===== src/hdl/dif_pkg.sv =====
package dif_pkg;

    // Register indices; the byte address is four times the index
    localparam logic [7:0] DIF_IDX_TAP_LOW = 8'h5e;
    localparam logic [7:0] DIF_IDX_DLY_CTRL = 8'h5f;
    localparam logic [7:0] DIF_IDX_CFG_A = 8'h79;
    localparam logic [7:0] DIF_IDX_REVISION = 8'h7f;
    localparam logic [7:0] DIF_IDX_CFG_B = 8'h80;
    localparam logic [7:0] DIF_IDX_CFG_C = 8'he1;
    localparam logic [7:0] DIF_IDX_FIFO_DEPTH = 8'h90;
    localparam logic [7:0] DIF_IDX_FIFO_STATUS = 8'h91;
    localparam logic [7:0] DIF_IDX_CLK_CTRL = 8'h92;

    // Reset values
    localparam logic [7:0] DIF_RST_TAP_LOW = 8'hff;
    localparam logic [7:0] DIF_RST_DLY_CTRL = 8'h07;
    localparam logic [7:0] DIF_RST_CFG = 8'h00;
    localparam logic [2:0] DIF_RST_FIFO_DEPTH = 3'h4;
    localparam logic [7:0] DIF_RST_CLK_CTRL = 8'h00;

    // Field positions in the delay control register
    localparam int DIF_POS_DLY_EN = 3;
    localparam int DIF_POS_TAP_SEL_LO = 0;

    // Decoded delay line taps
    localparam logic [10:0] DIF_TAP_CODE0 = 11'h000;
    localparam logic [10:0] DIF_TAP_CODE1 = 11'h007;
    localparam logic [10:0] DIF_TAP_CODE2 = 11'h07f;
    localparam logic [10:0] DIF_TAP_CODE3 = 11'h5ff;

    // FIFO geometry and synchroniser depth
    localparam int DIF_FIFO_SLOTS = 8;
    localparam int DIF_PTR_W = 3;
    localparam int DIF_SYNC_STAGES = 2;

    // Bus request carried as one bundle
    typedef struct packed {
        logic rd;
        logic wr;
        logic [7:0] index;
        logic [7:0] wdata;
    } dif_req_t;

    // FIFO pointer snapshot
    typedef struct packed {
        logic [2:0] wr_ptr;
        logic [2:0] rd_ptr;
    } dif_ptrs_t;

    // Slots from the read pointer up to the write pointer, modulo eight
    function automatic logic [2:0] dif_gap(input logic [2:0] wr, input logic [2:0] rd);
        dif_gap = 3'(wr - rd);
    endfunction

endpackage


===== src/hdl/dif_clk_div.sv =====
`timescale 1ns/1ps
`default_nettype none
module dif_clk_div
    import dif_pkg::*;
(
    input wire logic sys_clk,
    input wire logic rst_b,
    input wire logic force_phase,
    input wire logic forced_value,
    output logic phase
);

    // Halving divider; the read side runs on its high phase only
    // phase settable
    always_ff @(posedge sys_clk or negedge rst_b) begin
        if (!rst_b) begin
            phase <= 1'b0;
        end else if (force_phase) begin
            phase <= forced_value;
        end else begin
            phase <= ~phase;
        end
    end

endmodule
`default_nettype wire


===== src/hdl/dif_fifo.sv =====
`timescale 1ns/1ps
`default_nettype none
module dif_fifo
    import dif_pkg::*;
#(
    parameter int DATA_W = 16
) (
    input wire logic sys_clk,
    input wire logic rst_b,
    input wire logic wr_en,
    input wire logic [DATA_W-1:0] wr_data,
    input wire logic rd_en,
    input wire logic wr_side_reset,
    input wire logic rd_side_reset,
    input wire logic [2:0] depth,
    output logic [DATA_W-1:0] rd_data,
    output dif_ptrs_t ptrs
);

    // Eight slots; no full or empty, the pointers simply circulate
    logic [DATA_W-1:0] slots [DIF_FIFO_SLOTS];
    logic [2:0] wr_ptr;
    logic [2:0] rd_ptr;
    // Placement targets used by the two side resets
    wire logic [2:0] next_wr_place = 3'(rd_ptr + depth);
    wire logic [2:0] next_rd_place = 3'(wr_ptr - depth);

    assign ptrs = '{wr_ptr: wr_ptr, rd_ptr: rd_ptr};

    // Slot storage, written at the write pointer
    always_ff @(posedge sys_clk) begin
        if (wr_en) begin
            slots[wr_ptr] <= wr_data;
        end
    end

    // Write pointer; a write side reset lands it depth slots ahead
    // wraps through slots
    always_ff @(posedge sys_clk or negedge rst_b) begin
        if (!rst_b) begin
            wr_ptr <= 3'h0;
        end else if (wr_side_reset) begin
            wr_ptr <= next_wr_place;
        end else if (wr_en) begin
            wr_ptr <= 3'(wr_ptr + 3'h1);
        end
    end

    // Read pointer; a read side reset lands it depth slots behind
    // depth behind writer
    always_ff @(posedge sys_clk or negedge rst_b) begin
        if (!rst_b) begin
            rd_ptr <= 3'h0;
        end else if (rd_side_reset) begin
            rd_ptr <= next_rd_place;
        end else if (rd_en) begin
            rd_ptr <= 3'(rd_ptr + 3'h1);
        end
    end

    // Read data register
    always_ff @(posedge sys_clk or negedge rst_b) begin
        if (!rst_b) begin
            rd_data <= '0;
        end else if (rd_en) begin
            rd_data <= slots[rd_ptr];
        end
    end

endmodule
`default_nettype wire


===== src/hdl/dif_input_fifo.sv =====
`timescale 1ns/1ps
`default_nettype none
module dif_input_fifo
    import dif_pkg::*;
#(
    parameter int DATA_W = 16,
    // Arbitrary neutral revision value
    parameter logic [7:0] REVISION_CODE = 8'h3c
) (
    input wire logic sys_clk,
    input wire logic rst_b,
    input wire logic [9:0] avs_address,
    input wire logic avs_read,
    input wire logic avs_write,
    input wire logic [31:0] avs_writedata,
    output logic [31:0] avs_readdata,
    output logic avs_waitrequest,
    input wire logic data_clock_input,
    input wire logic [DATA_W-1:0] data_in,
    input wire logic frame_ref,
    input wire logic sync_ref,
    output logic [DATA_W-1:0] dac_data,
    output logic dac_data_valid,
    output logic filter_clk_phase,
    output logic [10:0] delay_tap_value,
    output logic delay_line_enable
);

    ////////////////////////////////////////////////////////////////////////////////
    // Register storage

    logic [7:0] rx_delay_tap_low; // Low byte of the tap, kept for readback
    logic [7:0] rx_delay_control; // Enable and tap select
    logic [7:0] startup_config_a; // Start-up setting a
    logic [7:0] startup_config_b; // Start-up setting b
    logic [7:0] startup_config_c; // Start-up setting c
    logic [2:0] fifo_depth_setting; // Depth to restore on a FIFO reset
    logic [7:0] clock_control; // Bit 0 force phase, bit 1 forced value
    // Revision is a parameter, not storage, so a write to it falls away

    ////////////////////////////////////////////////////////////////////////////////
    // Bus decode

    // Only the low byte of write data is used; no register is wider than eight bits
    // Bundle the request; index is the word address
    wire dif_req_t req = '{rd: avs_read, wr: avs_write, index: avs_address[9:2],
                           wdata: avs_writedata[7:0]};
    // A request is served on the one cycle waitrequest is low
    wire logic accept = (req.rd | req.wr) & ~avs_waitrequest;
    wire logic wr_accept = accept & req.wr;
    wire logic hit_tap_low = wr_accept & (req.index == DIF_IDX_TAP_LOW);
    wire logic hit_dly_ctrl = wr_accept & (req.index == DIF_IDX_DLY_CTRL);
    wire logic hit_cfg_a = wr_accept & (req.index == DIF_IDX_CFG_A);
    wire logic hit_cfg_b = wr_accept & (req.index == DIF_IDX_CFG_B);
    wire logic hit_cfg_c = wr_accept & (req.index == DIF_IDX_CFG_C);
    wire logic hit_depth = wr_accept & (req.index == DIF_IDX_FIFO_DEPTH);
    wire logic hit_clk = wr_accept & (req.index == DIF_IDX_CLK_CTRL);

    ////////////////////////////////////////////////////////////////////////////////
    // Pin synchronisers

    // Two flops per pin; only the second stage is read by logic
    logic [DIF_SYNC_STAGES-1:0] dclk_sync;
    logic [DIF_SYNC_STAGES-1:0] frame_sync;
    logic [DIF_SYNC_STAGES-1:0] sync_sync;
    logic [DATA_W-1:0] data_meta;
    logic [DATA_W-1:0] data_sync;
    logic dclk_last; // Previous settled data clock level
    logic frame_last; // Previous settled frame level
    logic sync_last; // Previous settled sync level

    // Synchroniser chains.
    // The data word crosses bit by bit with no handshake, so the source
    // must hold it steady for a few converter clocks around each data clock rise.
    always_ff @(posedge sys_clk or negedge rst_b) begin
        if (!rst_b) begin
            dclk_sync <= '0;
            frame_sync <= '0;
            sync_sync <= '0;
            data_meta <= '0;
            data_sync <= '0;
        end else begin
            dclk_sync <= {dclk_sync[0], data_clock_input};
            frame_sync <= {frame_sync[0], frame_ref};
            sync_sync <= {sync_sync[0], sync_ref};
            data_meta <= data_in;
            data_sync <= data_meta;
        end
    end

    // Edge history taken from the settled stage only
    // Resets to the idle low level of each pin, so no false edge follows reset
    always_ff @(posedge sys_clk or negedge rst_b) begin
        if (!rst_b) begin
            dclk_last <= 1'b0;
            frame_last <= 1'b0;
            sync_last <= 1'b0;
        end else begin
            dclk_last <= dclk_sync[1];
            frame_last <= frame_sync[1];
            sync_last <= sync_sync[1];
        end
    end

    wire logic dclk_rise = dclk_sync[1] & ~dclk_last;
    wire logic frame_rise = frame_sync[1] & ~frame_last;
    wire logic sync_rise = sync_sync[1] & ~sync_last;

    ////////////////////////////////////////////////////////////////////////////////
    // Delay line decode

    // Only two select bits are decoded; bit 2 is kept for readback
    // tap code decode
    wire logic [1:0] tap_select = rx_delay_control[DIF_POS_TAP_SEL_LO +: 2];
    wire logic [10:0] next_tap = (tap_select == 2'h0) ? DIF_TAP_CODE0 :
                                 (tap_select == 2'h1) ? DIF_TAP_CODE1 :
                                 (tap_select == 2'h2) ? DIF_TAP_CODE2 : DIF_TAP_CODE3;
    wire logic dly_en = rx_delay_control[DIF_POS_DLY_EN];

    ////////////////////////////////////////////////////////////////////////////////
    // FIFO and divider

    logic phase; // Halved converter clock
    logic [DATA_W-1:0] fifo_out; // Word last read from the FIFO
    dif_ptrs_t ptrs; // Live pointer pair

    wire logic fifo_wr = dclk_rise & dly_en;
    // Reads never pause; with no full or empty flag a rate mismatch just wraps
    // read on halved clock
    wire logic fifo_rd = phase;
    wire logic wr_side_reset = frame_rise;
    wire logic rd_side_reset = sync_rise;

    // Forcing the phase the divider already holds stretches one halved cycle
    // phase forced on sync
    wire logic force_phase = clock_control[0] & sync_rise;

    dif_clk_div u_div (
        .sys_clk(sys_clk),
        .rst_b(rst_b),
        .force_phase(force_phase),
        .forced_value(clock_control[1]),
        .phase(phase)
    );

    // Side resets come from synchronised pins, so they act three edges late
    // latency equals depth
    dif_fifo #(
        .DATA_W(DATA_W)
    ) u_fifo (
        .sys_clk(sys_clk),
        .rst_b(rst_b),
        .wr_en(fifo_wr),
        .wr_data(data_sync),
        .rd_en(fifo_rd),
        .wr_side_reset(wr_side_reset),
        .rd_side_reset(rd_side_reset),
        .depth(fifo_depth_setting),
        .rd_data(fifo_out),
        .ptrs(ptrs)
    );

    // The gap wraps modulo eight and drifts freely until a side reset
    // depth drifts until reset
    wire logic [2:0] live_depth = dif_gap(ptrs.wr_ptr, ptrs.rd_ptr);

    ////////////////////////////////////////////////////////////////////////////////
    // Register writes

    // Delay registers
    always_ff @(posedge sys_clk or negedge rst_b) begin
        if (!rst_b) begin
            rx_delay_tap_low <= DIF_RST_TAP_LOW;
            rx_delay_control <= DIF_RST_DLY_CTRL;
        end else begin
            if (hit_tap_low) begin
                rx_delay_tap_low <= req.wdata;
            end
            if (hit_dly_ctrl) begin
                // Upper bits are reserved and stay zero
                rx_delay_control <= {4'h0, req.wdata[3:0]};
            end
        end
    end

    always_ff @(posedge sys_clk or negedge rst_b) begin
        if (!rst_b) begin
            startup_config_a <= DIF_RST_CFG;
            startup_config_b <= DIF_RST_CFG;
            startup_config_c <= DIF_RST_CFG;
        end else begin
            if (hit_cfg_a) begin
                startup_config_a <= req.wdata;
            end
            if (hit_cfg_b) begin
                startup_config_b <= req.wdata;
            end
            if (hit_cfg_c) begin
                startup_config_c <= req.wdata;
            end
        end
    end

    // The setting acts only at the next frame or sync rise
    // depth preset to four
    always_ff @(posedge sys_clk or negedge rst_b) begin
        if (!rst_b) begin
            fifo_depth_setting <= DIF_RST_FIFO_DEPTH;
        end else if (hit_depth && req.wdata[2:0] != 3'h0) begin
            // Zero would collide the pointers, so it is refused
            fifo_depth_setting <= req.wdata[2:0];
        end
    end

    // Clock control
    // Bit 0 arms a force at each sync rise; bit 1 is the phase to force
    always_ff @(posedge sys_clk or negedge rst_b) begin
        if (!rst_b) begin
            clock_control <= DIF_RST_CLK_CTRL;
        end else if (hit_clk) begin
            clock_control <= {6'h0, req.wdata[1:0]};
        end
    end

    ////////////////////////////////////////////////////////////////////////////////
    // Read mux and handshake

    logic [7:0] next_rdata; // Selected read value

    // Status shows the write pointer and the live depth, to confirm the depth after a side reset
    // Unmapped reads return zero
    always_comb begin
        case (req.index)
            DIF_IDX_TAP_LOW: next_rdata = rx_delay_tap_low;
            DIF_IDX_DLY_CTRL: next_rdata = rx_delay_control;
            DIF_IDX_CFG_A: next_rdata = startup_config_a;
            DIF_IDX_REVISION: next_rdata = REVISION_CODE;
            DIF_IDX_CFG_B: next_rdata = startup_config_b;
            DIF_IDX_CFG_C: next_rdata = startup_config_c;
            DIF_IDX_FIFO_DEPTH: next_rdata = {5'h00, fifo_depth_setting};
            DIF_IDX_FIFO_STATUS: next_rdata = {2'h0, ptrs.wr_ptr, live_depth};
            DIF_IDX_CLK_CTRL: next_rdata = clock_control;
            default: next_rdata = 8'h00;
        endcase
    end

    // One wait cycle per request, then a single low cycle to complete it.
    // Costs a cycle per access but keeps the read mux off the output path.
    always_ff @(posedge sys_clk or negedge rst_b) begin
        if (!rst_b) begin
            avs_waitrequest <= 1'b1;
            avs_readdata <= 32'h0000_0000;
        end else if ((req.rd | req.wr) && avs_waitrequest) begin
            avs_waitrequest <= 1'b0;
            avs_readdata <= {24'h00_0000, next_rdata};
        end else begin
            avs_waitrequest <= 1'b1;
        end
    end

    ////////////////////////////////////////////////////////////////////////////////
    // Output stage

    // Each word shows for two cycles; valid marks the second of them
    // Registered outputs toward the converter core
    always_ff @(posedge sys_clk or negedge rst_b) begin
        if (!rst_b) begin
            dac_data <= '0;
            dac_data_valid <= 1'b0;
            filter_clk_phase <= 1'b0;
            delay_tap_value <= DIF_TAP_CODE3;
            delay_line_enable <= 1'b0;
        end else begin
            dac_data <= fifo_out;
            dac_data_valid <= fifo_rd;
            filter_clk_phase <= phase;
            delay_tap_value <= next_tap;
            delay_line_enable <= dly_en;
        end
    end

endmodule
`default_nettype wire


===== config.mk =====
export PLATFORM = sky130hd
export DESIGN_NAME = dif_input_fifo
export DESIGN_NICKNAME = d
export VERILOG_FILES = /design/src/hdl/dif_pkg.sv /design/src/hdl/dif_clk_div.sv /design/src/hdl/dif_fifo.sv /design/src/hdl/dif_input_fifo.sv
export SDC_FILE = /design/constraint.sdc
export NUM_CORES = 1
export LEC_CHECK = 0
export ABC_AREA = 0
export BUFFER_PORTS_ARGS = -buffer_cell sky130_fd_sc_hd__buf_2
export CORE_MARGIN = 3
export CORE_UTILIZATION = 45
export DETAILED_ROUTE_END_ITERATION = 16
export GPL_TIMING_DRIVEN = 0
export HOLD_SLACK_MARGIN = 0.15
export PLACE_DENSITY_LB_ADDON = 0.15
export SLEW_MARGIN = 20
export SYNTH_ARGS = -nofsm -noshare
export SYNTH_HDL_FRONTEND = slang
export SYNTH_HIERARCHICAL = 1
export SYNTH_SLANG_ARGS = --single-unit

===== constraint.sdc =====
create_clock -name sys_clk -period 3.15 [get_ports sys_clk]
set_input_delay 0 -clock sys_clk [delete_from_list [all_inputs] [get_ports sys_clk]]
set_output_delay 0 -clock sys_clk [all_outputs]
set_load 0.01 [all_outputs]

Word level (Yosys, flattened, before mapping). Memories as Yosys holds them, arrays and structs flattened. A register that Yosys moved wholly into a read port is not among the register bits. Index checks and enable logic that the tools add are counted.

Logic and storage cells: 80. Input port bits: 65. Memories kept: 1. Output and inout port bits: 63. Bits in registers: 127. Bits in writable memories: 128.

Memory list: u_fifo.slots (words 8, bits a word 16, read ports 1, clocked after memory_dff 1, wr ports 1, RTL line dif_fifo.sv:21) `logic [DATA_W-1:0] slots [DIF_FIFO_SLOTS];`.

Bitwise gates (word level): 20. Equal/unequal tests: 11. Add/sub/neg operators: 5. Multiplexer cells: 12. Reduce and logical (&&, ||, !) cells: 7.

Operators by type and width (count): 8-bit one-hot mux with 9 select lines (1); 8-bit == test, second input constant (5); 11-bit 2-to-1 mux (3); 8-bit by 7-bit == test with 1-bit output, second input constant (4); 1-bit AND (14); 3-bit 2-to-1 mux (4); 3-bit by 1-bit adder with 3-bit output, second input constant (2); 3-bit subtractor (2); 1-bit inverter (5); 1-bit 2-to-1 mux (4); 2-bit nonzero test (2); 3-bit adder (1); 3-bit nonzero test (1); 2-bit by 1-bit == test with 1-bit output, second input constant (1); 2-bit == test, second input constant (1); 1-bit logical AND (2); 2-bit zero test (1); 1-bit zero test (1); 1-bit OR (1).

Logic depth before layout (Yosys ltp). Gate-level depths: netlist of run 1.

Depth after elaboration: 5. Mapped depth: 8. Gate-level depth less buffers: 8.

Cells and area by module. The synthesis of run 1 kept the hierarchy.

Modules (own cells, without submodules): dif_fifo (cells each 361, area each 6162.2 um^2, times used 1, sequential area each 4394.2 um^2); dif_input_fifo (cells each 294, area each 4337.9 um^2, times used 1, sequential area each 2822.7 um^2); dif_clk_div (cells each 3, area each 33.8 um^2, times used 1, sequential area each 25.0 um^2).

Worst setup path before layout of run 1. OpenSTA, ideal clock, no wires.

Path kind: reg-to-reg. From: register dclk_last. To: memory u_fifo.slots[0][0] (enable). Library setup time: 0.409 ns. Path buffers: 0. Clock period less this slack: 2.309 ns. Cell stages (with the launch flop): 4. Required time: 2.741 ns. Arrival: 1.900 ns. Slack: 0.841 ns. Cell sequence: dfrtp_1 > and3b_1 > nand2b_1 > nor3_1.

Word-level cells in the longest chain between the ends: 5.

Ends and longest elaborated chain: from (decl) (RTL line dif_input_fifo.sv:68) `logic dclk_last;`; from (signal assigned) (RTL line dif_input_fifo.sv:99) `dclk_last <= dclk_sync[1];`; 1-bit inverter (RTL line dif_input_fifo.sv:105) `wire logic dclk_rise = dclk_sync[1] & ~dclk_last;`; 1-bit AND (RTL line dif_input_fifo.sv:105); 1-bit AND (RTL line dif_input_fifo.sv:127) `wire logic fifo_wr = dclk_rise & dly_en;`; named net fifo_wr (RTL line dif_input_fifo.sv:127); 1-bit 2-to-1 mux (RTL line dif_fifo.sv:32) `if (wr_en) begin`; 1-bit 2-to-1 mux (not written as such) (RTL line dif_fifo.sv:33) `slots[wr_ptr] <= wr_data;`; to (decl) (RTL line dif_fifo.sv:21).

The timed path passes the listed nets, and every way through them passes these cells.

Worst setup path in the final report of run 1.
From: input avs_address[6]. To: register rx_delay_control[3].

Word-level cells in the longest chain between the ends: 2.

Ends and longest elaborated chain: from (decl) (RTL line dif_input_fifo.sv:12) `input wire logic [9:0] avs_address,`; 8-bit by 7-bit == test with 1-bit output (RTL line dif_input_fifo.sv:52) `wire logic hit_dly_ctrl = wr_accept & (req.index == DIF_IDX_DLY_CTRL);`; 1-bit AND (RTL line dif_input_fifo.sv:52); to (signal assigned) (RTL line dif_input_fifo.sv:181) `rx_delay_control <= {4'h0, req.wdata[3:0]};`; to (decl) (RTL line dif_input_fifo.sv:33) `logic [7:0] rx_delay_control;`.

Every way passes these cells. A chain may end at the register's enable or synchronous reset.

==> results_dict.tcl, run 1 <==
set metrics [dict create \
    outcome "completed" \
    worstHoldPathType "primary input to flip-flop" \
    rows 55 \
    grt_pass1_vias 6379 \
    switching_share_pct 27.6 \
    crit_chain "dlygate4sd3_1 > buf_2 > nand4b_1 > nor3_1 > and3_1 > buf_2 > mux2_2 > dlygate4sd3_1" \
    critPathTopFamily "buffers and inverters" \
    fp.dieArea_sq_um 25300 \
    fp.dieW_um 159 \
    clock_skew_ns 0.0110 \
    core-area_sq_um 22800 \
    fin_nets 930 \
    die_h_um 159 \
    required_ns 3.57 \
    final.period_utilization_pct 81.9 \
    regToRegEndpoint "rx_delay_control[3]" \
    cts_buffer_depth 3 \
    avgSynthCellArea_sq_um 16.0 \
    combPwrFrac_pct 21.6 \
    worstSetupPathType "primary input to flip-flop" \
    syn-cell-area_sq_um 10500 \
    finalCriticalPeriod_ns 2.58 \
    clk_pin_slew_ns 0.06 \
    cts_resized 0 \
    drtIter0Drc 488 \
    critical_path_buf_inv_count 4 \
    synth_top_area_share_pct 36.5 \
    power.density_nw_per_um2 701 \
    synthFlopType "edfxtp_1" \
    ys_top_cells_by_area "edfxtp_1 36%, dfrtp_1 28%, mux2i_1 4.9%" \
    gr-total-overflow 0 \
    cts-root-buf "clkbuf_16" \
    synth_edf_count 128 \
    postRouteAntennaNets 0 \
    cp-start-kind "primary input" \
    yosys-top-cells-count "128 x edfxtp_1, 119 x dfrtp_1, 52 x mux2i_1, 38 x buf_4, 35 x nor2b_1" \
    cts_made_buffers 28 \
    rrSetupSlack_ns 0.82 \
    rsz0062_at_grt "no" \
    irDropWorstVdd_mv 0.361 \
    intPower_uw 6620 \
    clock_latency_ns 0.54 \
    track_usage_pct 18.4 \
    setup_tns_ns 0 \
    ys_ff_latch 263 \
    drc 0 \
    antenna_found_initial 0 \
    num_vias 6139 \
    worst-path-stages 8 \
    synth_top_cell_by_area "edfxtp_1" \
    critPathArrivalTime_ns 3.00 \
    clock_power_share_pct 33.2 \
    start_util_pct 46.1 \
    portBuffers 75 \
    drive_gt1_share_pct 30.9 \
    fmax_mhz 388 \
    h-tree-depth 1 \
    routed_wl_um 23100 \
    slew_headroom_pct 43.2 \
    via_per_inst 5.15 \
    maxCapViolations 0 \
    cp-end-kind "flip-flop" \
    worst_pin_slew_ns 0.850 \
    setup_viol 0 \
    post_cts_buffers 0 \
    worstPathMaxFanout 7 \
    first_pass_iters 6 \
    leakagePower_uw 0.00545 \
    area_growth_pct 23.8 \
    yosysSeqAreaShare_pct 68.7 \
    routedWlPerCell_um 19.4 \
    r2r_start "avs_waitrequest" \
    switchingPower_uw 2530 \
    cts_tree "done" \
    ys_types 60 \
    worstRegToRegCells 5 \
    place_congestion 0.859 \
    crit_slowest_cell "nor3_1" \
    hold_viol 0 \
    fin_ws_ns 0.572 \
    dp_slack_ns 1.08 \
    maxSlewViolCount 0 \
    grt_pass1_wl_um 36700 \
    yosysWarnings 6 \
    io_pins 128 \
    antenna_cells 0 \
    slowest_delay_ns 0.65 \
    p_seq_share_pct 45.2 \
    clock_sinks 263 \
    hpwl_um 14500 \
    async_flop_share_pct 51.3 \
    grt_max_degree 80 \
    postSynthCellCount 658 \
    post-route-util_pct 57.1 \
    crit_path_start "avs_address[6]" \
    fill_cells 1855 \
    crit_end "rx_delay_control[3]" \
    yosysMostFrequentCell "edfxtp_1" \
]
[registers in the layout, indices dropped and copies added, names as in the netlist, 16 cells and up]
name / flops
dac_data: 16
data_meta: 16
data_sync: 16
u_fifo/rd_data: 16
u_fifo/slots: 128
[worst register-to-register path, delay by kind of cell (launching register included)]
| family | cells | cell delay (ns) |
|---|---|---|
| AND/OR/NAND/NOR | 2 | 0.76 |
| flip-flops | 1 | 0.37 |
| buffers and inverters | 2 | 0.73 |
| multiplexers | 1 | 0.34 |
[worst min-delay path by stage]
stage,startpoint,depth (start not counted),to
CTS,avs_address[9],5,avs_readdata[1]
finish,avs_address[9],5,avs_readdata[1]
global route,avs_address[9],5,avs_readdata[1]
detailed placement,rst_b,1,data_sync[5]
floorplan,rst_b,0,avs_readdata[0]
global placement,data_in[4],1,data_meta[4]
[power groups by stage]
stage                     Clock (uW)  Combinational (uW)  Sequential [uW]
after floorplan                    0                1260             4190
after global placement             0                1870             4180
after detailed placement           0                1920             4210
after CTS                       3130                1990             4140
after global routing            3280                2120             4170
final                           3040                1970             4130
[stage by stage]
step | instance area [sq um] | hold slack [ns] | total power (uW) | std cells
6_report | 13000 | 0.215 | 9140 | 1191
4_1_cts | 13000 | 0.186 | 9260 | 1191
3_3_place_gp | 11400 | 0.108 | 6060 | 1070
5_1_grt | 13000 | 0.242 | 9570 | 1191
2_1_floorplan | 10600 | -0.296 | 5450 | 682
3_5_place_dp | 11500 | -0.0441 | 6120 | 1078
[per-layer routing]
metal  global-route usage, %  vias to the layer above  share of wire (%)
met5                       0                        -                  0
met4                    4.85                        0                1.8
met3                    3.07                       37                5.9
met2                    29.9                      176                 48
met1                    25.9                     3112                 44
li1                        -                     2814                  -
[cells by family after synthesis]
logic type | after synthesis | share of synthesized area, %
flip-flops | 263 | 68.7
multiplexers | 94 | 9.72
XOR/XNOR | 9 | 0.879
AO/OA/AOI/OAI | 91 | 7.52
adder cells (fa/ha/maj) | 8 | 1.16
buffers and inverters | 72 | 5.23
AND/OR/NAND/NOR | 120 | 6.71
other | 1 | 0.0356
[what timing repair did]
action	4_1_cts	5_1_grt
endpoints found under the setup margin	0	0
endpoints found under the hold margin	190	0
hold buffers	62	0
[layout by cell type (no fill, tap or decap), types with 17 or more instances in the layout]
cell           count
conb_1            25
dlygate4sd3_1     61
clkbuf_16         29
mux2i_1           52
buf_4             41
edfxtp_1         128
nor2b_1           35
mux2_2            34
nand2_1           17
dfrtp_1          119
buf_2             79
[cell type report]
type                            instances  area [sq um]  share of cell area [%]
Clock buffer                           34           744                    5.71
Multi-Input combinational cell        347          2870                    22.0
Sequential cell                       263          7240                    55.5
Buffer                                 64           520                    3.99
Tap cell                              313           392                    3.00
Inverter                                8          30.0                   0.230
Clock inverter                         17           116                   0.892
Timing Repair Buffer                  145          1130                    8.63
Note: power is estimated with default switching activity, not from simulation.
==> inputs of run 2 (changes only) <==
==> constraint.sdc (replaced) <==
create_clock -name sys_clk -period 2.5 [get_ports sys_clk]
set_input_delay 0 -clock sys_clk [delete_from_list [all_inputs] [get_ports sys_clk]]
set_output_delay 0 -clock sys_clk [all_outputs]
set_load 0.01 [all_outputs]
==> results_dict.tcl, run 2 (same netlist as run 1, synthesis figures left out) <==
set metrics [dict create \
    critPathArrivalTime_ns 2.80 \
    clock_sinks 263 \
    worstPathMaxFanout 7 \
    worstHoldPathType "primary input to flip-flop" \
    final_common_cell "edfxtp_1" \
    antenna_cells 0 \
    place_congestion 0.859 \
    grt_pass1_wl_um 36700 \
    hold_viol 0 \
    antenna_found_initial 0 \
    leakagePower_uw 0.00545 \
    worstSetupPathType "primary input to flip-flop" \
    grt_pass1_vias 6379 \
    largest-register "u_fifo/slots" \
    core-area_sq_um 22800 \
    drtIter0Drc 487 \
    routed_wl_um 23100 \
    die_h_um 159 \
    clock_skew_ns 0.0123 \
    postRouteAntennaNets 0 \
    cts-root-buf "clkbuf_16" \
    via_per_inst 5.17 \
    cts_made_buffers 28 \
    clock_latency_ns 0.54 \
    stdcell_count 1191 \
    drive_gt1_share_pct 31.0 \
    cp-start-kind "primary input" \
    fp.dieW_um 159 \
    start_util_pct 46.1 \
    cts_buffer_depth 3 \
    place_inst 1078 \
    final.period_utilization_pct 95.0 \
    rsz0062_at_grt "no" \
    fin_nets 930 \
    outcome "completed" \
    worst-path-stages 8 \
    critPathTopFamily "buffers and inverters" \
    slew_headroom_pct 43.1 \
    cts_tree "done" \
    setup_viol 0 \
    hpwl_um 14500 \
    critical_path_buf_inv_count 4 \
    crit_slowest_cell "dlygate4sd3_1" \
    finalCriticalPeriod_ns 2.37 \
    portBuffers 75 \
    rrSetupSlack_ns 0.19 \
    worst_pin_slew_ns 0.851 \
    io_pins 128 \
    worstRegToRegCells 5 \
    post-route-util_pct 57.1 \
    first_pass_iters 5 \
    hold_depth 5 \
    rows 55 \
    track_usage_pct 18.4 \
    cp-end-kind "flip-flop" \
    drc 0 \
    power.density_nw_per_um2 883 \
    gr-total-overflow 0 \
    num_vias 6152 \
    area_growth_pct 23.9 \
    clk_pin_slew_ns 0.06 \
    post_cts_buffers 0 \
    grt_max_degree 80 \
    crit_chain "dlygate4sd3_1 > buf_2 > nand4b_1 > nor3_2 > and3_1 > buf_2 > mux2_2 > dlygate4sd3_1" \
    required_ns 2.92 \
    largest_reg_flops 128 \
    maxCapViolations 0 \
    h-tree-depth 1 \
    routedWlPerCell_um 19.4 \
    layout_common_cells "128 x edfxtp_1, 119 x dfrtp_1, 79 x buf_2" \
    fmax_mhz 421 \
    fp.dieArea_sq_um 25300 \
    maxSlewViolCount 0 \
    irDropWorstVdd_mv 0.455 \
    slowest_delay_ns 0.55 \
]
[run 2: changes by cell type in the layout (fill, tap and decap cells not counted)]
cell,before,now
nor3_2,2,3
nor3_1,2,1
[run 2: power by group]
group	leakage (uW)	internal [uW]	switching, uW
Clock	0.000420	2210	1620
Combinational	0.00226	1180	1310
Sequential	0.00277	4940	263
[run 2: timing repair]
action	CTS	global route
gates resized for setup	0	1
endpoints found under the setup margin	0	1
hold endpoints to repair	190	0
hold buffers	62	0
[run 2: layer usage]
layer  GRT usage (%)  wire length (um)
met4            4.85               413
met3            3.07              1300
met5               0                 0
met2            29.9             11000
met1            25.9             10300
[run 2: worst paths after layout]
check | from | to
setup / recovery | avs_address[6] | rx_delay_control[3]
hold / removal | avs_address[9] | avs_readdata[1]
setup reg to reg | avs_waitrequest | rx_delay_control[3]
hold reg to reg | dclk_sync[0] | dclk_sync[1]
max in group asynchronous | rst_b | rx_delay_tap_low[3]
min in group asynchronous | rst_b | rx_delay_tap_low[4]
[run 2: worst register-to-register path: cells and delay by family, from the launching register on]
family / cells / cell delay [ns]
AND/OR/NAND/NOR: 2 / 0.75
buffers and inverters: 2 / 0.73
multiplexers: 1 / 0.34
flip-flops: 1 / 0.37
[run 2: layout make-up]
class	count	area, sq um
sequential	263	7240
clock buffer	34	744
buffer	64	520
multi-input combinational	347	2880
inverter	8	30.0
timing repair buffer	145	1130
fill	1854	9800
clock inverter	17	116
tap	313	392
[run 2: stage by stage]
| step | hold WS (ns) | cell area (sq um) | setup WS [ns] | setup TNS, ns | power (uW) |
|---|---|---|---|---|---|
| after global routing | 0.242 | 13000 | 0.0379 | 0 | 12100 |
| after global placement | 0.108 | 11400 | -1.15 | -106.10 | 7630 |
| after floorplan | -0.296 | 10600 | 0.191 | 0 | 6860 |
| after CTS | 0.186 | 13000 | 0.0251 | 0 | 11700 |
| after detailed placement | -0.0441 | 11500 | 0.425 | 0 | 7720 |
| final | 0.211 | 13000 | 0.126 | 0 | 11500 |
==> inputs of run 3 (changes only) <==
==> constraint.sdc (replaced) <==
create_clock -name sys_clk -period 2.3 [get_ports sys_clk]
set_input_delay 0 -clock sys_clk [delete_from_list [all_inputs] [get_ports sys_clk]]
set_output_delay 0 -clock sys_clk [all_outputs]
set_load 0.01 [all_outputs]
==> results_dict.tcl, run 3 (same netlist as run 1, synthesis figures left out) <==
set metrics [dict create \
    worst_pin_slew_ns 0.943 \
    routed_wl_um 22900 \
    final_common_cell "edfxtp_1" \
    outcome "completed" \
    cp-start-kind "primary input" \
    cts_made_buffers 28 \
    clock_skew_ns 0.0163 \
    cts_tree "done" \
    leakagePower_uw 0.00542 \
    fin_nets 926 \
    seqCellArea_sq_um 7240 \
    hpwl_um 14400 \
    fmax_mhz 459 \
    setup_tns_ns 0 \
    first_pass_iters 5 \
    stdcell_count 1188 \
    grt_pass1_wl_um 36200 \
    rows 55 \
    clock_sinks 263 \
    clk_pin_slew_ns 0.06 \
    maxSlewViolCount 0 \
    largest_reg_flops 128 \
    drtIter0Drc 436 \
    fp.dieW_um 159 \
    r2r_start "rx_delay_control[3]" \
    routedWlPerCell_um 19.3 \
    track_usage_pct 18.1 \
    critPathMostFrequentCell "dlygate4sd3_1" \
    layout_common_cells "128 x edfxtp_1, 118 x dfrtp_1, 79 x buf_2" \
    multi_input_area_sq_um 2890 \
    fp.dieArea_sq_um 25300 \
    gr-total-overflow 0 \
    hold_depth 5 \
    antenna_found_initial 0 \
    critPathTopFamily "buffers and inverters" \
    io_pins 128 \
    worstHoldPathType "primary input to flip-flop" \
    antenna_cells 0 \
    rrSetupSlack_ns 0.22 \
    critPathArrivalTime_ns 2.59 \
    area_growth_pct 23.8 \
    num_vias 6074 \
    critical_path_buf_inv_count 4 \
    fill_cells 1808 \
    grt_max_degree 89 \
    place_congestion 0.853 \
    drive_gt1_share_pct 30.5 \
    crit_chain "dlygate4sd3_1 > buf_2 > clkbuf_1 > nor4_2 > and3_1 > o21ai_0 > dlygate4sd3_1 > a22o_1" \
    largest-register "u_fifo/slots" \
    grt_pass1_vias 6267 \
    portBuffers 75 \
    die_h_um 159 \
    cts-root-buf "clkbuf_16" \
    regToRegEndpoint "u_fifo/slots[0][5]" \
    place_inst 1076 \
    crit_slowest_cell "dlygate4sd3_1" \
    irDropWorstVdd_mv 0.546 \
    maxCapViolations 0 \
    post_cts_buffers 0 \
    required_ns 2.72 \
    cp-end-kind "flip-flop" \
    slowest_delay_ns 0.59 \
    power.density_nw_per_um2 964 \
    slew_headroom_pct 37.0 \
    worstPathMaxFanout 10 \
    hold_viol 0 \
    hold_path_startpoint "avs_address[9]" \
    start_util_pct 46.1 \
    core-area_sq_um 22800 \
    rsz0062_at_grt "no" \
    worstRegToRegCells 4 \
    min_to "avs_readdata[1]" \
    drc 0 \
    via_per_inst 5.11 \
    h-tree-depth 1 \
    postRouteAntennaNets 0 \
    worstSetupPathType "primary input to flip-flop" \
    finalCriticalPeriod_ns 2.18 \
    clock_latency_ns 0.54 \
    final.period_utilization_pct 94.7 \
    cts_buffer_depth 3 \
    setup_viol 0 \
]
run 3: cell type report:
cell class	count	share of cell area, %
Sequential cell	263	55.5
Multi-Input combinational cell	347	22.2
Inverter	8	0.230
Tap cell	313	3.00
Buffer	64	3.99
Timing Repair Buffer	141	8.45
Clock buffer	35	5.57
Clock inverter	17	1.05
run 3: tightest hold or removal path: cells and delay by family:
kind / cells / cell delay [ns]
buffers and inverters: 2 / 0.29
AO/OA/AOI/OAI: 2 / 0.28
AND/OR/NAND/NOR: 1 / 0.13
run 3: what timing repair did:
item                                   4_1_cts  5_1_grt
hold buffers                                60        0
resized for setup                            0        3
setup endpoints to repair                    0        2
endpoints found under the hold margin      199        0
run 3: through the flow:
stage / area, sq um / hold slack, ns / utilization (%) / power, uW / setup slack, ns
after global routing: 13000 / 0.233 / 57.1 / 13200 / 0.000242
after CTS: 13000 / 0.174 / 57.0 / 12700 / 0.0518
after global placement: 11400 / 0.108 / 49.9 / 8300 / -0.685
final: 13000 / 0.210 / 57.1 / 12600 / 0.123
after detailed placement: 11600 / -0.0790 / 50.6 / 8380 / 0.138
after floorplan: 10600 / -0.296 / - / 7460 / 0.417
run 3: worst max-delay path by stage:
stage,start,endpoint,cells past startpoint
after floorplan,dclk_last,u_fifo/slots[2][0],3
after global placement,rst_b,startup_config_b[6],1
after detailed placement,u_fifo/wr_ptr[0],avs_readdata[1],7
after CTS,avs_waitrequest,fifo_depth_setting[0],5
after global routing,avs_address[2],fifo_depth_setting[0],8
final,avs_address[2],fifo_depth_setting[0],8
run 3: power by group:
part / internal, uW / leakage (uW) / switching, uW / total, uW
Sequential: 5370 / 0.00277 / 296 / 5670
Combinational: 1280 / 0.00223 / 1420 / 2700
Clock: 2450 / 0.000424 / 1760 / 4210
run 3: metal layers:
metal / track usage [%] / share of wire [%] / up-vias
li1: - / - / 2805
met2: 29.1 / 48 / 171
met5: 0 / 0 / -
met1: 26.1 / 45 / 3070
met4: 4.30 / 1.6 / 0
met3: 2.86 / 5.2 / 28
